`config.mk`:
```
export PLATFORM = sky130hd
export DESIGN_NAME = lsp_device_flat
export DESIGN_NICKNAME = d
export VERILOG_FILES = /design/src/shared/lsp_pkg.sv /design/src/shared/lsp_if.sv /design/src/hdl/lsp_sync.sv /design/src/hdl/lsp_device.sv /design/src/flat_wrapper.sv
export SDC_FILE = /design/constraint.sdc
export NUM_CORES = 1
export LEC_CHECK = 0
export BUFFER_PORTS_ARGS = -buffer_cell sky130_fd_sc_hd__buf_2
export CAP_MARGIN = 10
export CORE_MARGIN = 2
export CORE_UTILIZATION = 52
export CTS_CLUSTER_DIAMETER = 200
export DETAILED_ROUTE_END_ITERATION = 7
export HOLD_SLACK_MARGIN = 0.08
export PLACE_DENSITY_LB_ADDON = 0.1
export SYNTH_ARGS = -nofsm -noshare
export SYNTH_HDL_FRONTEND = slang
export SYNTH_HIERARCHICAL = 1
export SYNTH_SLANG_ARGS = --single-unit
```
`constraint.sdc`:
```
create_clock -name clk -period 4.9 [get_ports clk]
set_clock_uncertainty 0.15 [all_clocks]
set_input_delay 0.49 -clock clk [delete_from_list [all_inputs] [get_ports clk]]
set_output_delay 0.49 -clock clk [all_outputs]
set_load 0.02 [all_outputs]
```
`src/shared/lsp_pkg.sv`:
```
// package: constants shared by both ends of the serial load port
package lsp_pkg;
	// frame lengths in serial clocks that select a target, and the count limit
	localparam int unsigned SETUP_CLOCKS = 8;
	localparam int unsigned REF_CLOCKS   = 16;
	localparam int unsigned LOOP_CLOCKS  = 24;
	localparam int unsigned MAX_CLOCKS   = 32;
	// word widths and field positions
	localparam int unsigned SETUP_W      = 8;
	localparam int unsigned REF_W        = 16;
	localparam int unsigned LOOP_W       = 24;
	localparam int unsigned REF_DIV_W    = 13;
	localparam int unsigned REF_MODE_LSB = 13;
	localparam int unsigned REF_MODE_W   = 3;
	localparam int unsigned CNT_W        = 6;
	// reset values
	localparam logic [7:0]  SETUP_RST    = 8'h00;
	localparam logic [15:0] REF_RST      = 16'h0000;
	localparam logic [23:0] LOOP_RST     = 24'h00_0000;
	// host timing: serial clock half period 200 ns, select guard 1000 ns
	localparam int unsigned CLK_NS       = 10;
	localparam int unsigned HALF_NS      = 200;
	localparam int unsigned HALF_CYC     = HALF_NS / CLK_NS;
	localparam int unsigned GUARD_NS     = 1000;
	localparam int unsigned GUARD_CYC    = GUARD_NS / CLK_NS;
	// host register offsets
	localparam logic [3:0]  REG_CTRL     = 4'h0;
	localparam logic [3:0]  REG_DATA     = 4'h4;
	localparam logic [3:0]  REG_STATUS   = 4'h8;
	// host ctrl write layout: [0] go, [6:1] clock count; a read returns the count in [5:0]
	localparam int unsigned CTRL_GO      = 0;
	localparam int unsigned CTRL_CNT_LSB = 1;
endpackage : lsp_pkg

```
`src/shared/lsp_if.sv`:
```
// interface: the three wires between host and serial load port
interface lsp_if;
	logic port_select_n;   // active low frame enable
	logic serial_clock;
	logic serial_data;
	modport device (input port_select_n, input serial_clock, input serial_data);
	modport host   (output port_select_n, output serial_clock, output serial_data);
endinterface : lsp_if

```
`src/hdl/lsp_sync.sv`:
```
// three-stage synchroniser with agreement filter for one pin
module lsp_sync #(
	parameter logic RST_VAL = 1'b0
) (
	input  wire logic clk,
	input  wire logic nrst,
	input  wire logic pin,
	output logic      level
);
	logic [2:0] s_q;

	// s_q[0] is read only by s_q[1]; level moves once stages 2 and 3 agree
	always_ff @(posedge clk or negedge nrst) begin
		if (!nrst) begin
			s_q   <= {3{RST_VAL}};
			level <= RST_VAL;
		end else begin
			s_q <= {s_q[1:0], pin};
			if (s_q[1] == s_q[2])
				level <= s_q[2];
		end
	end
endmodule : lsp_sync

```
`src/hdl/lsp_device.sv`:
```
// device end: shift register, clock counter and target registers
//
// Notes on behaviour
// RULE_01: data msb first, sampled on rising clock
// RULE_02: 8/16/24 clocks pick setup/ref/loop word
// RULE_03: host sends no other count up to 32
// RULE_04: held words stay fixed while shifting
// RULE_05: enable rising edge loads chosen register
// RULE_06: enable high ignores clocks, clears counter
// RULE_07: host moves enable only with clock low
// RULE_08: host keeps main count >= swallow count
// RULE_09: low 13 ref bits double buffered
// RULE_10: top 3 ref bits act immediately
// RULE_11: 24-clock frame also promotes ref stage
// RULE_12: clockless frame promotes ref stage only
// RULE_13: no address bits; any write order
// RULE_14: host holds enable low long enough
// RULE_15: counter saturates above 32, clears idle
// RULE_16: shift keeps last 24 bits received
module lsp_device (
	input  wire logic            clk,
	input  wire logic            nrst,
	lsp_if.device                link,
	output logic [7:0]           setup_word_q,
	output logic [15:0]          ref_word_q,
	output logic [12:0]          ref_count_q,
	output logic [23:0]          loop_word_q,
	output logic                 load_pulse_q
);
	// ****************************************************************
	// pin synchronisers
	// ****************************************************************
	logic sel_n;
	logic sclk;
	logic sdat;
	logic sel_n_q;
	logic sclk_q;
	logic sdat_d1_q;

	// all three pins come from the host's domain; each gets its own filter so
	// a glitch shorter than two clocks never reaches the counter or shifter.
	// the filters share one latency, so clock and data keep their relation
	lsp_sync #(
		.RST_VAL(1'b1)                   // idle level of the enable
	) u_sel (
		.clk  (clk),
		.nrst (nrst),
		.pin  (link.port_select_n),
		.level(sel_n)
	);
	lsp_sync #(
		.RST_VAL(1'b0)                   // idle level of the clock
	) u_clk (
		.clk  (clk),
		.nrst (nrst),
		.pin  (link.serial_clock),
		.level(sclk)
	);
	lsp_sync #(
		.RST_VAL(1'b0)
	) u_dat (
		.clk  (clk),
		.nrst (nrst),
		.pin  (link.serial_data),
		.level(sdat)
	);

	// ****************************************************************
	// edge detection
	// ****************************************************************
	logic clk_rise;
	logic sel_rise;
	logic armed_q;

	// previous enable level; resets high so no false edge follows reset
	always_ff @(posedge clk or negedge nrst) begin
		if (!nrst)
			sel_n_q <= 1'b1;
		else
			sel_n_q <= sel_n;
	end

	// previous clock level; resets to the idle low level
	always_ff @(posedge clk or negedge nrst) begin
		if (!nrst)
			sclk_q <= 1'b0;
		else
			sclk_q <= sclk;
	end

	// data delayed one cycle so it lines up with the detected clock edge;
	// the host changes data half a bit before the edge, so either tap works
	always_ff @(posedge clk or negedge nrst) begin
		if (!nrst)
			sdat_d1_q <= 1'b0;
		else
			sdat_d1_q <= sdat;
	end

	// edges of the filtered levels, each high for one clock
	assign clk_rise = sclk & ~sclk_q;
	assign sel_rise = sel_n & ~sel_n_q;

	// out of sync until enable high with clock low; frames started while
	// unsynchronised are discarded. an enable move seen with the clock high
	// drops the sync, since the host may already be half a bit in
	always_ff @(posedge clk or negedge nrst) begin
		if (!nrst)
			armed_q <= 1'b0;
		else if (sel_n && !sclk)
			armed_q <= 1'b1;                 // [RULE_07]
		else if (sel_n_q != sel_n && sclk)
			armed_q <= 1'b0;
	end

	// ****************************************************************
	// shift register and clock counter
	// ****************************************************************
	logic [23:0]            shift_q;
	logic [lsp_pkg::CNT_W-1:0] count_q;

	// msb first, new bit enters at bit 0 so the last bit is the lsb;
	// longer frames push the oldest bits out, and only the last 24 survive,
	// which is all that any target needs
	always_ff @(posedge clk or negedge nrst) begin
		if (!nrst)
			shift_q <= lsp_pkg::LOOP_RST;
		else if (!sel_n && clk_rise)
			shift_q <= {shift_q[22:0], sdat_d1_q}; // [RULE_01] [RULE_16] [RULE_13]
	end

	// saturate past 32 so long frames never match a target length;
	// a free-running count would wrap at 64 and could alias onto 8, 16
	// or 24 again, loading a word from a cascaded stream
	always_ff @(posedge clk or negedge nrst) begin
		if (!nrst)
			count_q <= '0;
		else if (sel_n)
			count_q <= '0;                   // [RULE_06] [RULE_15]
		else if (clk_rise && count_q <= lsp_pkg::CNT_W'(lsp_pkg::MAX_CLOCKS))
			count_q <= count_q + 1'b1;       // [RULE_15]
	end

	// ****************************************************************
	// target registers, touched only at the enable rising edge
	// ****************************************************************
	logic do_load;
	logic is_setup;
	logic is_ref;
	logic is_loop;
	logic is_none;

	// a frame loads only if it began in sync; the length seen at the enable
	// edge picks one target, and a length that matches none still pulses,
	// so a watcher can tell that the frame ended
	assign do_load  = sel_rise && armed_q;   // [RULE_05] [RULE_04]
	assign is_setup = count_q == lsp_pkg::CNT_W'(lsp_pkg::SETUP_CLOCKS);
	assign is_ref   = count_q == lsp_pkg::CNT_W'(lsp_pkg::REF_CLOCKS);
	assign is_loop  = count_q == lsp_pkg::CNT_W'(lsp_pkg::LOOP_CLOCKS);
	assign is_none  = count_q == '0;

	// setup word; like every word below it waits for do_load, so nothing
	// held moves while bits are still being shifted
	always_ff @(posedge clk or negedge nrst) begin
		if (!nrst)
			setup_word_q <= lsp_pkg::SETUP_RST;
		else if (do_load && is_setup)
			setup_word_q <= shift_q[7:0];    // [RULE_02]
	end

	// first ref stage; mode bits are used straight from here
	always_ff @(posedge clk or negedge nrst) begin
		if (!nrst)
			ref_word_q <= lsp_pkg::REF_RST;
		else if (do_load && is_ref)
			ref_word_q <= shift_q[15:0];     // [RULE_02] [RULE_10]
	end

	// second ref stage feeds the reference counter; it moves only with a
	// loop load or an empty frame, so the dividers see new ratios at once
	always_ff @(posedge clk or negedge nrst) begin
		if (!nrst)
			ref_count_q <= lsp_pkg::REF_RST[12:0];
		else if (do_load && (is_loop || is_none))
			ref_count_q <= ref_word_q[12:0]; // [RULE_09] [RULE_11] [RULE_12]
	end

	// loop word
	always_ff @(posedge clk or negedge nrst) begin
		if (!nrst)
			loop_word_q <= lsp_pkg::LOOP_RST;
		else if (do_load && is_loop)
			loop_word_q <= shift_q;          // [RULE_02] [RULE_11]
	end

	// one pulse per accepted frame, whatever its length; it comes in the
	// same cycle as the word it marks
	always_ff @(posedge clk or negedge nrst) begin
		if (!nrst)
			load_pulse_q <= 1'b0;
		else
			load_pulse_q <= do_load;
	end
endmodule : lsp_device

```
`src/flat_wrapper.sv`:
```
// flat-port wrapper written by rule: the top's interface ports become plain ports
module lsp_device_flat 
  (clk, nrst, setup_word_q, ref_word_q, ref_count_q, loop_word_q, load_pulse_q, link_port_select_n, link_serial_clock, link_serial_data);
  lsp_if link_i ();
  input  wire logic clk;
  input  wire logic nrst;
  output logic [7:0] setup_word_q;
  output logic [15:0] ref_word_q;
  output logic [12:0] ref_count_q;
  output logic [23:0] loop_word_q;
  output logic load_pulse_q;
  input wire logic [$bits(link_i.port_select_n)-1:0] link_port_select_n;
  input wire logic [$bits(link_i.serial_clock)-1:0] link_serial_clock;
  input wire logic [$bits(link_i.serial_data)-1:0] link_serial_data;
  assign link_i.port_select_n = link_port_select_n;
  assign link_i.serial_clock = link_serial_clock;
  assign link_i.serial_data = link_serial_data;
  lsp_device u_core (.clk(clk), .nrst(nrst), .link(link_i), .setup_word_q(setup_word_q), .ref_word_q(ref_word_q), .ref_count_q(ref_count_q), .loop_word_q(loop_word_q), .load_pulse_q(load_pulse_q));
endmodule
```
# ---- After elaboration in Yosys (flattened, before gate mapping)
# Index checks and enable logic that the tools add are counted.
dict set report word_totals {
  input_bits 5
  word_cells 49
  ff_bits 108
  output_inout_bits 62
}
dict set report classes {
  n_mux 4
  bitwise_logic 4
  eq_ne 7
  order_cmp 1
  n_addsub 1
  n_reduce_logical 15
}
# operator n
set ops {}
lappend ops {{equality test 6 x 5 -> 1 bit (second input constant)} 2}
lappend ops {{2-to-1 mux 6 bit} 2}
lappend ops {{logical AND 1 bit} 9}
lappend ops {{adder 6 x 1 -> 6 bit (second input constant)} 1}
lappend ops {{equality test 6 x 4 -> 1 bit (second input constant)} 1}
lappend ops {{<= comparator 6 bit (second input constant)} 1}
lappend ops {{logical NOT 6 bit} 1}
lappend ops {{nonzero test 2 bit} 2}
lappend ops {{equality test 1 bit} 3}
lappend ops {{AND 1 bit} 2}
lappend ops {{logical NOT 1 bit} 2}
lappend ops {{2-to-1 mux 1 bit} 2}
lappend ops {{inverter 1 bit} 2}
lappend ops {{logical OR 1 bit} 1}
lappend ops {{!= test 1 bit} 1}

# ---- Longest topological paths before layout
# Gate-level depths: netlist (run 1).
dict set report logic_depth {
  ltp_word 5
  mapped_depth 6
  mapped_depth_nobuf 5
}

# ---- Hierarchy
# Netlist (run 1), hierarchy kept.
# mod seq_area_each_um2 area_per_inst_um2 cells_each instances
set by_module_without_submodules {}
lappend by_module_without_submodules {lsp_device 2403.6 3752.3 233 1}
lappend by_module_without_submodules {{lsp_sync at u_core.u_clk ...} 100.1 111.4 5 2}
lappend by_module_without_submodules {{lsp_sync at u_core.u_sel} 105.1 116.4 5 1}

# ---- Least setup slack after synthesis (run 1)
# OpenSTA, ideal clock, no wires.
dict set report synth_path {
  kind {register to register}
  startpoint {register u_core.u_sel.level}
  endpoint {register u_core.ref_word_q[10]}
  path_stages_with_launch 6
  slack_ps 2788
  setup_time_ps 125
  arrival_ps 1837
  t_required_ps 4625
  path_buffers 1
  period_less_slack_ps 2112
  path_cell_list {dfstp_2 ha_1 nand4b_4 nor4b_4 buf_6 mux2_2}
}
dict set report synth_via {
  elab_chain_len 3
}
# item line
set synth_lines {}
lappend synth_lines {{start, declared} lsp_sync.sv:8} ;# output logic level
lappend synth_lines {{start signal, assigned} lsp_sync.sv:20} ;# level <= s_q[2];
lappend synth_lines {{AND 1 bit} lsp_device.sv:102} ;# assign sel_rise = sel_n & ~sel_n_q;
lappend synth_lines {{logical AND 1 bit} lsp_device.sv:156} ;# assign do_load = sel_rise && armed_q;
lappend synth_lines {{logical AND 1 bit} lsp_device.sv:175} ;# else if (do_load && is_ref)
lappend synth_lines {{end signal, assigned} lsp_device.sv:174} ;# ref_word_q <= lsp_pkg::REF_RST;
lappend synth_lines {{end signal, assigned} lsp_device.sv:176} ;# ref_word_q <= shift_q[15:0];
lappend synth_lines {{end, declared} lsp_device.sv:25} ;# output logic [15:0] ref_word_q,
# Every way passes these cells.
# A chain may end at the register's enable or synchronous reset.

# ---- Final worst setup path (run 1)
dict set report layout_path {
  startpoint {register u_core.u_sel.level}
  endpoint {register u_core.ref_word_q[14]}
}
# The elaborated chain is that of the path after synthesis.

==> reports/summary.json, run 1 <==
{
  "run_status": {"value": "complete, no violations"},
  "fmax": {"value": 359, "unit": "MHz"},
  "area_delta_synth_final": {"value": 16.9, "unit": "%"},
  "tritoncts": {"value": "yes"},
  "power_density": {"value": 351, "unit": "mW/mm2"},
  "criticalPathCategory": {"value": "reg -> reg"},
  "grt_start_max_net_pins": {"value": 69},
  "wl_per_cell": {"value": 15.6, "unit": "um"},
  "worst_hold_path_class": {"value": "in -> async"},
  "vias": {"value": 2234},
  "worstPathArrival": {"value": 2.88, "unit": "ns"},
  "maxSlewViolCount": {"value": 0},
  "p_sw": {"value": 0.417, "unit": "mW"},
  "postRouteAntennaNets": {"value": 0},
  "tritoncts.num_buffers": {"value": 9},
  "switching_share": {"value": 24.9, "unit": "%"},
  "die_area": {"value": 0.00859, "unit": "mm2"},
  "timing.final.setup_violations": {"value": 0},
  "pin_count": {"value": 67},
  "layout.cells.most_common_list": {"value": "dfrtp_1, mux2_2, buf_2"},
  "clock_path_buffers": {"value": 2},
  "leakage": {"value": 2.53, "unit": "nW"},
  "hold_slack": {"value": 0.0611, "unit": "ns"},
  "most_common_cell_after_layout_fill_and_taps_aside": {"value": "dfrtp_1"},
  "cts_resized": {"value": 0},
  "share_clk_of_total_power": {"value": 34.1, "unit": "%"},
  "timing.final.crit_share": {"value": 56.9, "unit": "%"},
  "remaining_drc_errors": {"value": 0},
  "setup_tns": {"value": 0, "unit": "ns"},
  "cts_root_buf": {"value": "clkbuf_8"},
  "worstSetupStartpointType": {"value": "flop"},
  "crit_path_top_delay_cell": {"value": "nor4b_4"},
  "post_route_design_area": {"value": 0.00478, "unit": "mm2"},
  "max_slew.worst_pin.slew": {"value": 1.15, "unit": "ns"},
  "maxCapViolCount": {"value": 0},
  "cts_htree_levels": {"value": 3},
  "initial_antenna_violation_count": {"value": 0},
  "first_pass_grt_wire_length": {"value": 11.7, "unit": "mm"},
  "slew_headroom": {"value": 23.0, "unit": "%"},
  "numPortBuffers": {"value": 66},
  "firstDrtPassIters": {"value": 4},
  "seq_power_share": {"value": 59.4, "unit": "%"},
  "timing.final.crit_period": {"value": 2.79, "unit": "ns"},
  "yosys_register_bits": {"value": 108},
  "clk_pin_slew": {"value": 0.10, "unit": "ns"},
  "place_inst": {"value": 410},
  "post_synth_inst_count": {"value": 248},
  "n_antenna_cell": {"value": 0},
  "num-fill-cells": {"value": 625},
  "vdd.ir_drop.worst": {"value": 169, "unit": "uV"},
  "critical_path.max_stage_delay": {"value": 0.98, "unit": "ns"},
  "detailed_place_hpwl": {"value": 4.26, "unit": "mm"},
  "power.share.combinational": {"value": 6.6, "unit": "%"},
  "power_report.internal_total": {"value": 1.26, "unit": "mW"},
  "hold_viol_final": {"value": 0},
  "syn-mean-instance-area": {"value": 16.5, "unit": "um2"},
  "r2r_slack": {"value": 2.11, "unit": "ns"},
  "seq_area_frac_synth": {"value": 66.2, "unit": "%"},
  "placement.setup.worst_slack": {"value": 2.09, "unit": "ns"},
  "synth_nets": {"value": 256},
  "initial_cell_density_of_the_core": {"value": 53.2, "unit": "%"},
  "cts_sinks": {"value": 108},
  "synth_cell_type_count": {"value": 27},
  "gr-usage-all-layers": {"value": 17.6, "unit": "%"},
  "worstPathCellList": {"value": "ha_1 > nand4b_4 > nor4b_4 > mux2_2"},
  "finalWeightedCongestion": {"value": 0.763},
  "number_of_violations_reported_at_the_end_of_detailed_routing_iteration_0": {"value": 79},
  "final_layout_size_suffix_gt1_share": {"value": 56.7, "unit": "%"},
  "floorplan.die.height": {"value": 92.7, "unit": "um"},
  "core": {"value": 0.00769, "unit": "mm2"},
  "yosys_warnings": {"value": 6},
  "ys.flop_type": {"value": "dfrtp_1"},
  "critPathCaptureType": {"value": "flop"},
  "setup_ws": {"value": 2.11, "unit": "ns"},
  "fp.dieW": {"value": 92.7, "unit": "um"},
  "post-cts-setup-buffer-count": {"value": 0},
  "cp_data_required_time": {"value": 5.00, "unit": "ns"},
  "synth_async_sr_flop_share": {"value": 100, "unit": "%"},
  "layout.nets": {"value": 331},
  "critical_path.max_fanout": {"value": 16},
  "clkLatencyLatePin": {"value": 0.36, "unit": "ns"},
  "rows": {"value": 32},
  "postCtsHoldBufs": {"value": 3},
  "wirelength": {"value": 6.69, "unit": "mm"},
  "reg2reg_depth": {"value": 4},
  "placed_area": {"value": 0.00453, "unit": "mm2"},
  "grt_setup_unrepaired": {"value": "no"},
  "avgViaCountPerCell": {"value": 5.20},
  "number_of_enable_flip_flop_cells_after_synthesis": {"value": 0},
  "layout_cells_excl_fill": {"value": 430},
  "overflow": {"value": 0},
  "synthesis.area": {"value": 0.00409, "unit": "mm2"},
  "first_global_vias": {"value": 2223}
}
## worst max-delay path, delay by kind of cell, from the launching register on
family,cells,cell delay (ns)
muxes,1,0.42
DFF,1,0.69
adders and majority gates,1,0.25
and+or+nand+nor,2,1.17
## kinds of logic (layout without fill, tap and decap cells)
family                   after synthesis  in the layout  synth area share, %
flip-flops                           108            108                 66.2
AND/OR/NAND/NOR                       23             23                 4.77
multiplexers                          87             87                 23.9
adder cells (fa/ha/maj)                6              6                 1.74
AO/OA/AOI/OAI                         10             10                 1.38
buffers and inverters                 13             93                 1.77
XOR/XNOR                               1              1                0.214
## sequential cells by signal, indices dropped and copies added, names as in the netlist
register,count
u_core/u_clk/s_q,3
u_core/sclk_q,1
u_core/loop_word_q,24
u_core/u_dat/level,1
u_core/u_clk/level,1
u_core/setup_word_q,8
u_core/count_q,6
u_core/sel_n_q,1
u_core/ref_count_q,13
u_core/shift_q,24
u_core/load_pulse_q,1
u_core/u_sel/s_q,3
u_core/armed_q,1
u_core/sdat_d1_q,1
u_core/u_dat/s_q,3
u_core/u_sel/level,1
u_core/ref_word_q,16
## final timing paths
check,start,to
max in group asynchronous,nrst,u_core/shift_q[8]$_DFFE_PN0P_
worst min register to register,u_core/u_dat/s_q[0]$_DFF_PN0_,u_core/u_dat/s_q[1]$_DFF_PN0_
worst min-delay path,nrst,u_core/u_clk/level$_DFFE_PN0N_
worst max register to register,u_core/u_sel/level$_DFFE_PN1N_,u_core/ref_word_q[14]$_DFFE_PN0P_
worst max-delay path,u_core/u_sel/level$_DFFE_PN1N_,u_core/ref_word_q[14]$_DFFE_PN0P_
min in group clk,u_core/u_dat/s_q[0]$_DFF_PN0_,u_core/u_dat/s_q[1]$_DFF_PN0_
## final cells by class
type | instances | area, um2 | share of cell area [%]
clock buffer | 10 | 138 | 2.88
clock inverter | 6 | 76.3 | 1.60
inverter | 4 | 15.0 | 0.314
multi-input combinational | 127 | 1320 | 27.6
sequential | 108 | 2710 | 56.7
tap | 102 | 128 | 2.67
timing repair buffer | 73 | 397 | 8.30
## power by group through the flow
stage,Sequential [mW],Combinational (mW),Clock (mW)
after global placement,1.01,0.106,0
after global routing,1.01,0.123,0.626
after detailed placement,1.01,0.109,0
after CTS,0.996,0.111,0.590
final,0.995,0.110,0.571
after floorplan,0.993,0.0767,0
## metal layers
layer | vias to the layer above | GRT usage [%] | share of wire [%]
li1 | 1032 | - | -
met1 | 1140 | 27.2 | 48
met2 | 53 | 24.0 | 45
met3 | 9 | 3.66 | 4.7
met4 | 0 | 8.21 | 1.5
met5 | - | 0 | 0
## synth_stat cells (all sizes together), types with 2 or more instances
master / n / share of area [%]
dfrtp: 103 / 63
mux2: 86 / 24
buf: 8 / 1.3
a21oi: 5 / 0.61
dfstp: 5 / 3.2
inv: 4 / 0.37
nand2b: 4 / 0.61
nor2: 4 / 0.37
ha: 3 / 0.92
maj3: 3 / 0.83
nand2: 3 / 0.28
o21ai: 3 / 0.37
nand3b: 2 / 0.37
nor3: 2 / 0.49
nor4b: 2 / 1.2
or4: 2 / 0.37
## through the flow
stage               util (%)  power (mW)
floorplan                  -        1.07
finish                  62.2        1.68
global route            62.2        1.76
global placement        58.9        1.12
CTS                     62.0        1.70
detailed placement      58.9        1.12
No activity file was read; power rests on OpenSTA's default activity.
==> inputs of run 2 (changes only) <==
clock period = 2.7 ns   (was 4.9 ns; I/O delays follow)
==> reports/summary.json, run 2 (synthesis results as in run 1) <==
{
  "vdd.ir_drop.worst": {"value": 345, "unit": "uV", "change": "+100%"},
  "post-cts-setup-buffer-count": {"value": 0, "change": "unchanged"},
  "critical_path.max_fanout": {"value": 4, "change": "-12"},
  "grt_start_max_net_pins": {"value": 52, "change": "-25%"},
  "largest_registers": {"value": "u_core/loop_word_q: 24 flops, u_core/shift_q: 24 flops, u_core/ref_word_q: 16 flops"},
  "timing.final.crit_share": {"value": 78.5, "unit": "%", "change": "+22 points"},
  "final_layout_size_suffix_gt1_share": {"value": 56.8, "unit": "%", "change": "about the same"},
  "hold_path_depth": {"value": 0},
  "remaining_drc_errors": {"value": 0, "change": "unchanged"},
  "timing.critical_path.max_delay_family": {"value": "simple AND/OR/NAND/NOR gates"},
  "cts_htree_levels": {"value": 3, "change": "unchanged"},
  "leakage": {"value": 2.54, "unit": "nW", "change": "+0.52%"},
  "tritoncts": {"value": "yes"},
  "cts_sinks": {"value": 108, "change": "unchanged"},
  "cts_root_buf": {"value": "clkbuf_8"},
  "run_status": {"value": "complete, no violations"},
  "clkLatencyLatePin": {"value": 0.36, "unit": "ns", "change": "about the same"},
  "r2r_slack": {"value": 0.58, "unit": "ns", "change": "-1.53 ns"},
  "setup_tns": {"value": 0, "unit": "ns", "change": "unchanged"},
  "layout.nets": {"value": 337, "change": "+1.8%"},
  "slew_headroom": {"value": 68.8, "unit": "%", "change": "+46 points"},
  "fp.dieW": {"value": 92.7, "unit": "um", "change": "unchanged"},
  "wl_per_cell": {"value": 16.2, "unit": "um", "change": "+4.1%"},
  "finalWeightedCongestion": {"value": 0.746, "change": "-2.2%"},
  "power_density": {"value": 618, "unit": "mW/mm2", "change": "+76%"},
  "initial_cell_density_of_the_core": {"value": 53.2, "unit": "%", "change": "unchanged"},
  "postRouteAntennaNets": {"value": 0, "change": "unchanged"},
  "number_of_violations_reported_at_the_end_of_detailed_routing_iteration_0": {"value": 72, "change": "-8.9%"},
  "floorplan.die.height": {"value": 92.7, "unit": "um", "change": "unchanged"},
  "clk_pin_slew": {"value": 0.10, "unit": "ns", "change": "about the same"},
  "num-fill-cells": {"value": 628, "change": "+0.48%"},
  "cp_num_buf_inv": {"value": 1, "change": "+1"},
  "pin_count": {"value": 67, "change": "unchanged"},
  "first_pass_grt_wire_length": {"value": 11.7, "unit": "mm", "change": "about the same"},
  "layout.cells.most_common_list": {"value": "dfrtp_1, mux2_2, buf_2"},
  "worst_hold_path_class": {"value": "reg -> reg"},
  "reg2reg_depth": {"value": 5, "change": "+1"},
  "fmax": {"value": 472, "unit": "MHz", "change": "+32%"},
  "critical_path.startpoint": {"value": "u_core/count_q[0]$_DFFE_PN0P_"},
  "max_slew.worst_pin.slew": {"value": 0.468, "unit": "ns", "change": "-0.683 ns"},
  "firstDrtPassIters": {"value": 4, "change": "unchanged"},
  "cp_data_required_time": {"value": 2.80, "unit": "ns", "change": "-2.20 ns"},
  "rows": {"value": 32, "change": "unchanged"},
  "overflow": {"value": 0, "change": "unchanged"},
  "wirelength": {"value": 7.04, "unit": "mm", "change": "+5.3%"},
  "r2r_start": {"value": "u_core/count_q[0]$_DFFE_PN0P_"},
  "core": {"value": 0.00769, "unit": "mm2", "change": "unchanged"},
  "most_common_cell_after_layout_fill_and_taps_aside": {"value": "dfrtp_1"},
  "timing.final.crit_period": {"value": 2.12, "unit": "ns", "change": "-0.669 ns"},
  "place_inst": {"value": 416, "change": "+1.5%"},
  "grt_setup_unrepaired": {"value": "no"},
  "r2r_end": {"value": "u_core/count_q[0]$_DFFE_PN0P_"},
  "hold_viol_final": {"value": 0, "change": "unchanged"},
  "layout_cells_excl_fill": {"value": 435, "change": "+1.2%"},
  "numPortBuffers": {"value": 66, "change": "unchanged"},
  "first_global_vias": {"value": 2310, "change": "+3.9%"},
  "critical_path.max_stage_delay": {"value": 0.49, "unit": "ns", "change": "-0.49 ns"},
  "worstSetupStartpointType": {"value": "flop"},
  "vias": {"value": 2285, "change": "+2.3%"},
  "crit_path_top_delay_cell": {"value": "or4b_1"},
  "worstPathCellList": {"value": "inv_1 > ha_1 > or4b_1 > a21oi_1 > mux2_2"},
  "criticalPathCategory": {"value": "reg -> reg"},
  "worstSetupEndpoint": {"value": "u_core/count_q[0]$_DFFE_PN0P_"},
  "worstPathArrival": {"value": 2.22, "unit": "ns", "change": "-0.66 ns"},
  "maxSlewViolCount": {"value": 0, "change": "unchanged"},
  "die_area": {"value": 0.00859, "unit": "mm2", "change": "unchanged"},
  "initial_antenna_violation_count": {"value": 0, "change": "unchanged"},
  "n_antenna_cell": {"value": 0, "change": "unchanged"},
  "clock_path_buffers": {"value": 2, "change": "unchanged"},
  "area_delta_synth_final": {"value": 17.6, "unit": "%"},
  "avgViaCountPerCell": {"value": 5.25, "change": "+1.1%"},
  "maxCapViolCount": {"value": 0, "change": "unchanged"},
  "detailed_place_hpwl": {"value": 4.50, "unit": "mm", "change": "+5.7%"},
  "gr-usage-all-layers": {"value": 17.7, "unit": "%", "change": "+0.043 points"},
  "critPathCaptureType": {"value": "flop"},
  "timing.final.setup_violations": {"value": 0, "change": "unchanged"},
  "critical_path_cell_count": {"value": 5, "change": "+1"},
  "tritoncts.num_buffers": {"value": 9, "change": "unchanged"}
}
run 2: worst min path at each step:
| stage | slack (ns) | from | endpoint |
|---|---|---|---|
| 6_report | 0.21 | u_core/u_dat/s_q[0]$_DFF_PN0_ | u_core/u_dat/s_q[1]$_DFF_PN0_ |
| 5_1_grt | 0.22 | u_core/u_sel/s_q[0]$_DFF_PN1_ | u_core/u_sel/s_q[1]$_DFF_PN1_ |
| 4_1_cts | 0.21 | nrst | u_core/shift_q[22]$_DFFE_PN0P_ |
| 3_5_place_dp | 0.06 | nrst | u_core/u_clk/level$_DFFE_PN0N_ |
| 3_3_place_gp | 0.06 | nrst | u_core/u_clk/level$_DFFE_PN0N_ |
| 2_1_floorplan | -0.18 | nrst | u_core/armed_q$_DFFE_PN0P_ |
run 2: per-stage QoR:
stage               util [%]  power (mW)  cell area (um2)  setup slack (ns)  hold WS (ns)
floorplan                  -        1.94             4090             0.588        -0.176
global placement        59.6        2.04             4580             0.624        0.0589
detailed placement      59.6        2.04             4580             0.583        0.0639
CTS                     62.6        3.01             4810             0.572         0.209
global route            62.6        3.10             4810             0.471         0.219
finish                  62.6        2.97             4810             0.581         0.207
run 2: repair_timing:
item / in CTS / in global routing
hold buffers: 4 / 0
hold endpoints to repair: 78 / 0
resized for setup: 0 / 0
run 2: area by class of cell:
class	count	area [um2]	share of cell area, %
flip-flops and latches	108	2710	56.3
well taps	102	128	2.65
clock inverters	5	62.6	1.30
repair buffers	79	453	9.41
multi-input cells	127	1320	27.4
clock buffers	10	128	2.65
inverters	4	15.0	0.312
run 2: power by group:
| group | switching (mW) | total, mW | internal, mW |
|---|---|---|---|
| Combinational | 0.104 | 0.212 | 0.107 |
| Clock | 0.529 | 0.958 | 0.430 |
| Sequential | 0.0938 | 1.80 | 1.71 |
| Total | 0.727 | 2.97 | 2.25 |
run 2: worst register-to-register path: stages (launching register included):
cell	delay (ns)
dfrtp_1	0.42
inv_1	0.09
ha_1	0.23
or4b_1	0.49
a21oi_1	0.28
mux2_2	0.36
run 2: per-layer routing:
| metal | share of wire (%) | wire length [um] | vias up | GRT usage (%) |
|---|---|---|---|---|
| li1 | - | - | 1038 | - |
| met1 | 46 | 3270 | 1195 | 24.7 |
| met2 | 48 | 3400 | 42 | 27.2 |
| met3 | 3.8 | 267 | 10 | 3.50 |
| met4 | 1.5 | 109 | 0 | 7.72 |
| met5 | 0 | 0 | - | 0 |
==> inputs of run 3 (changes only) <==
CORE_UTILIZATION = 50   (was 52)
clock period = 1.8 ns   (was 2.7 ns; I/O delays follow)
==> reports/summary.json, run 3 (synthesis results as in run 1) <==
{
  "fmax": {"value": 491, "unit": "MHz", "change": "+4.0%"},
  "numPortBuffers": {"value": 66, "change": "unchanged"},
  "maxSlewViolCount": {"value": 0, "change": "unchanged"},
  "worstSetupStartpointType": {"value": "flop"},
  "max_slew.worst_pin.slew": {"value": 0.561, "unit": "ns", "change": "+0.0934 ns"},
  "tritoncts.num_buffers": {"value": 9, "change": "unchanged"},
  "failed_checks": {"value": "negative setup slack"},
  "postRouteAntennaNets": {"value": 0, "change": "unchanged"},
  "avgViaCountPerCell": {"value": 5.09, "change": "-3.2%"},
  "postLayoutCoreUtil": {"value": 67.0, "unit": "%", "change": "+4.4 points"},
  "grt_setup_unrepaired": {"value": "yes"},
  "floorplan.die.height": {"value": 94.5, "unit": "um", "change": "+1.9%"},
  "maxCapViolCount": {"value": 0, "change": "unchanged"},
  "layout.nets": {"value": 359, "change": "+6.5%"},
  "finalWeightedCongestion": {"value": 0.756, "change": "+1.3%"},
  "initial_cell_density_of_the_core": {"value": 52.1, "unit": "%", "change": "-1.1 points"},
  "worstPathArrival": {"value": 2.14, "unit": "ns", "change": "-0.08 ns"},
  "critical_path.max_fanout": {"value": 9, "change": "+5"},
  "timing.final.crit_share": {"value": 113, "unit": "%", "change": "+35 points"},
  "first_global_vias": {"value": 2418, "change": "+4.7%"},
  "clk_pin_slew": {"value": 0.10, "unit": "ns", "change": "about the same"},
  "crit_path_top_delay_cell": {"value": "dfstp_2"},
  "area_delta_synth_final": {"value": 28.5, "unit": "%"},
  "pin_count": {"value": 67, "change": "unchanged"},
  "timing.final.setup_violations": {"value": 62, "change": "+62"},
  "crit_path_frequent_cell": {"value": "buf_12"},
  "most_common_cell_after_layout_fill_and_taps_aside": {"value": "dfrtp_1"},
  "criticalPathCategory": {"value": "reg -> reg"},
  "vdd.ir_drop.worst": {"value": 644, "unit": "uV", "change": "+87%"},
  "hold_slack": {"value": 0.199, "unit": "ns", "change": "-0.00843 ns"},
  "rows": {"value": 32, "change": "unchanged"},
  "slew_headroom": {"value": 62.4, "unit": "%", "change": "-6.4 points"},
  "critical_path.startpoint": {"value": "u_core/u_sel/level$_DFFE_PN1N_"},
  "final_layout_size_suffix_gt1_share": {"value": 60.7, "unit": "%", "change": "+3.9 points"},
  "critical_path.max_stage_delay": {"value": 0.56, "unit": "ns", "change": "+0.07 ns"},
  "timing.critical_path.max_delay_family": {"value": "flip-flops"},
  "first_pass_grt_wire_length": {"value": 12.7, "unit": "mm", "change": "+8.4%"},
  "cp_num_buf_inv": {"value": 3, "change": "+2"},
  "wl_per_cell": {"value": 17.0, "unit": "um", "change": "+5.1%"},
  "timing.final.crit_period": {"value": 2.04, "unit": "ns", "change": "-0.0811 ns"},
  "r2r_start": {"value": "u_core/u_sel/level$_DFFE_PN1N_"},
  "worstPathCellList": {"value": "ha_4 > nand4b_4 > buf_12 > nor3_4 > buf_4 > buf_12 > mux2_2"},
  "overflow": {"value": 0, "change": "unchanged"},
  "firstDrtPassIters": {"value": 4, "change": "unchanged"},
  "clock_path_buffers": {"value": 2, "change": "unchanged"},
  "worst_hold_path_class": {"value": "in -> async"},
  "num-fill-cells": {"value": 605, "change": "-3.7%"},
  "grt_start_max_net_pins": {"value": 48, "change": "-7.7%"},
  "setup_ws": {"value": -0.238, "unit": "ns", "change": "-0.819 ns"},
  "cts_sinks": {"value": 108, "change": "unchanged"},
  "largest_registers": {"value": "u_core/loop_word_q: 24 flops, u_core/shift_q: 24 flops, u_core/ref_word_q: 16 flops"},
  "cp_data_required_time": {"value": 1.90, "unit": "ns", "change": "-0.90 ns"},
  "number_of_violations_reported_at_the_end_of_detailed_routing_iteration_0": {"value": 76, "change": "+5.6%"},
  "n_antenna_cell": {"value": 0, "change": "unchanged"},
  "power_density": {"value": 852, "unit": "mW/mm2", "change": "+38%"},
  "clkLatencyLatePin": {"value": 0.36, "unit": "ns", "change": "about the same"},
  "run_status": {"value": "complete, but fails checks"},
  "cts_root_buf": {"value": "clkbuf_8"},
  "fp.dieW": {"value": 94.5, "unit": "um", "change": "+1.9%"},
  "critPathCaptureType": {"value": "flop"},
  "die_area": {"value": 0.00892, "unit": "mm2", "change": "+3.8%"},
  "layout.cells.most_common_list": {"value": "dfrtp_1, buf_2, mux2_2"},
  "initial_antenna_violation_count": {"value": 0, "change": "unchanged"},
  "gr-usage-all-layers": {"value": 19.2, "unit": "%", "change": "+1.5 points"},
  "vias": {"value": 2329, "change": "+1.9%"},
  "detailed_place_hpwl": {"value": 5.03, "unit": "mm", "change": "+12%"},
  "wirelength": {"value": 7.79, "unit": "mm", "change": "+11%"},
  "remaining_drc_errors": {"value": 0, "change": "unchanged"},
  "leakage": {"value": 2.70, "unit": "nW", "change": "+6.2%"},
  "cts_htree_levels": {"value": 3, "change": "unchanged"},
  "setup_tns": {"value": -12.55, "unit": "ns", "change": "-12.55 ns"},
  "hold_viol_final": {"value": 0, "change": "unchanged"},
  "tritoncts": {"value": "yes"},
  "core": {"value": 0.00785, "unit": "mm2", "change": "+2.1%"}
}
-- run 3: timing repair --
action,CTS,global route
gates resized for setup,34,6
setup endpoints to repair,64,64
pin swaps,4,3
hold buffers,5,0
hold endpoints to repair,111,0
gates cloned,1,1
buffers inserted,3,3
-- run 3: worst paths after layout --
kind                                                      endpoint  cells after the start  slack, ns
worst min-delay path                 u_core/u_sel/s_q[2]$_DFF_PN1_                      2       0.20
min in group clk                     u_core/u_sel/s_q[1]$_DFF_PN1_                      0       0.21
worst min register to register       u_core/u_sel/s_q[1]$_DFF_PN1_                      0       0.21
worst max-delay path            u_core/loop_word_q[17]$_DFFE_PN0P_                      7      -0.24
worst max register to register  u_core/loop_word_q[17]$_DFFE_PN0P_                      7      -0.24
max in group asynchronous            u_core/u_clk/s_q[1]$_DFF_PN0_                      3       0.32
-- run 3: cell type report --
| type | count | area, um2 | share of cell area (%) |
|---|---|---|---|
| Sequential cell | 108 | 2710 | 51.5 |
| Multi-Input combinational cell | 127 | 1490 | 28.2 |
| Timing Repair Buffer | 101 | 752 | 14.3 |
| Clock buffer | 12 | 135 | 2.57 |
| Tap cell | 102 | 128 | 2.43 |
| Clock inverter | 4 | 35.0 | 0.666 |
| Inverter | 4 | 15.0 | 0.286 |
-- run 3: through the flow --
stage | instance area [um2] | instances | total power [mW] | setup slack (ns)
2_1_floorplan | 4140 | 248 | 2.93 | -0.310
3_5_place_dp | 4790 | 430 | 3.14 | -0.264
4_1_cts | 5190 | 455 | 4.49 | -0.245
3_3_place_gp | 4790 | 430 | 3.12 | -0.233
5_1_grt | 5260 | 458 | 4.70 | -0.322
6_report | 5260 | 458 | 4.48 | -0.238
-- run 3: where the power goes --
group / switching (mW) / internal [mW]
Combinational: 0.197 / 0.258
Sequential: 0.160 / 2.56
Clock: 0.785 / 0.518
-- run 3: layer usage --
layer | GRT usage [%] | share of wire [%]
met1 | 25.7 | 45
met4 | 8.21 | 1.6
met2 | 30.0 | 50
met5 | 0 | 0
met3 | 4.87 | 3.8
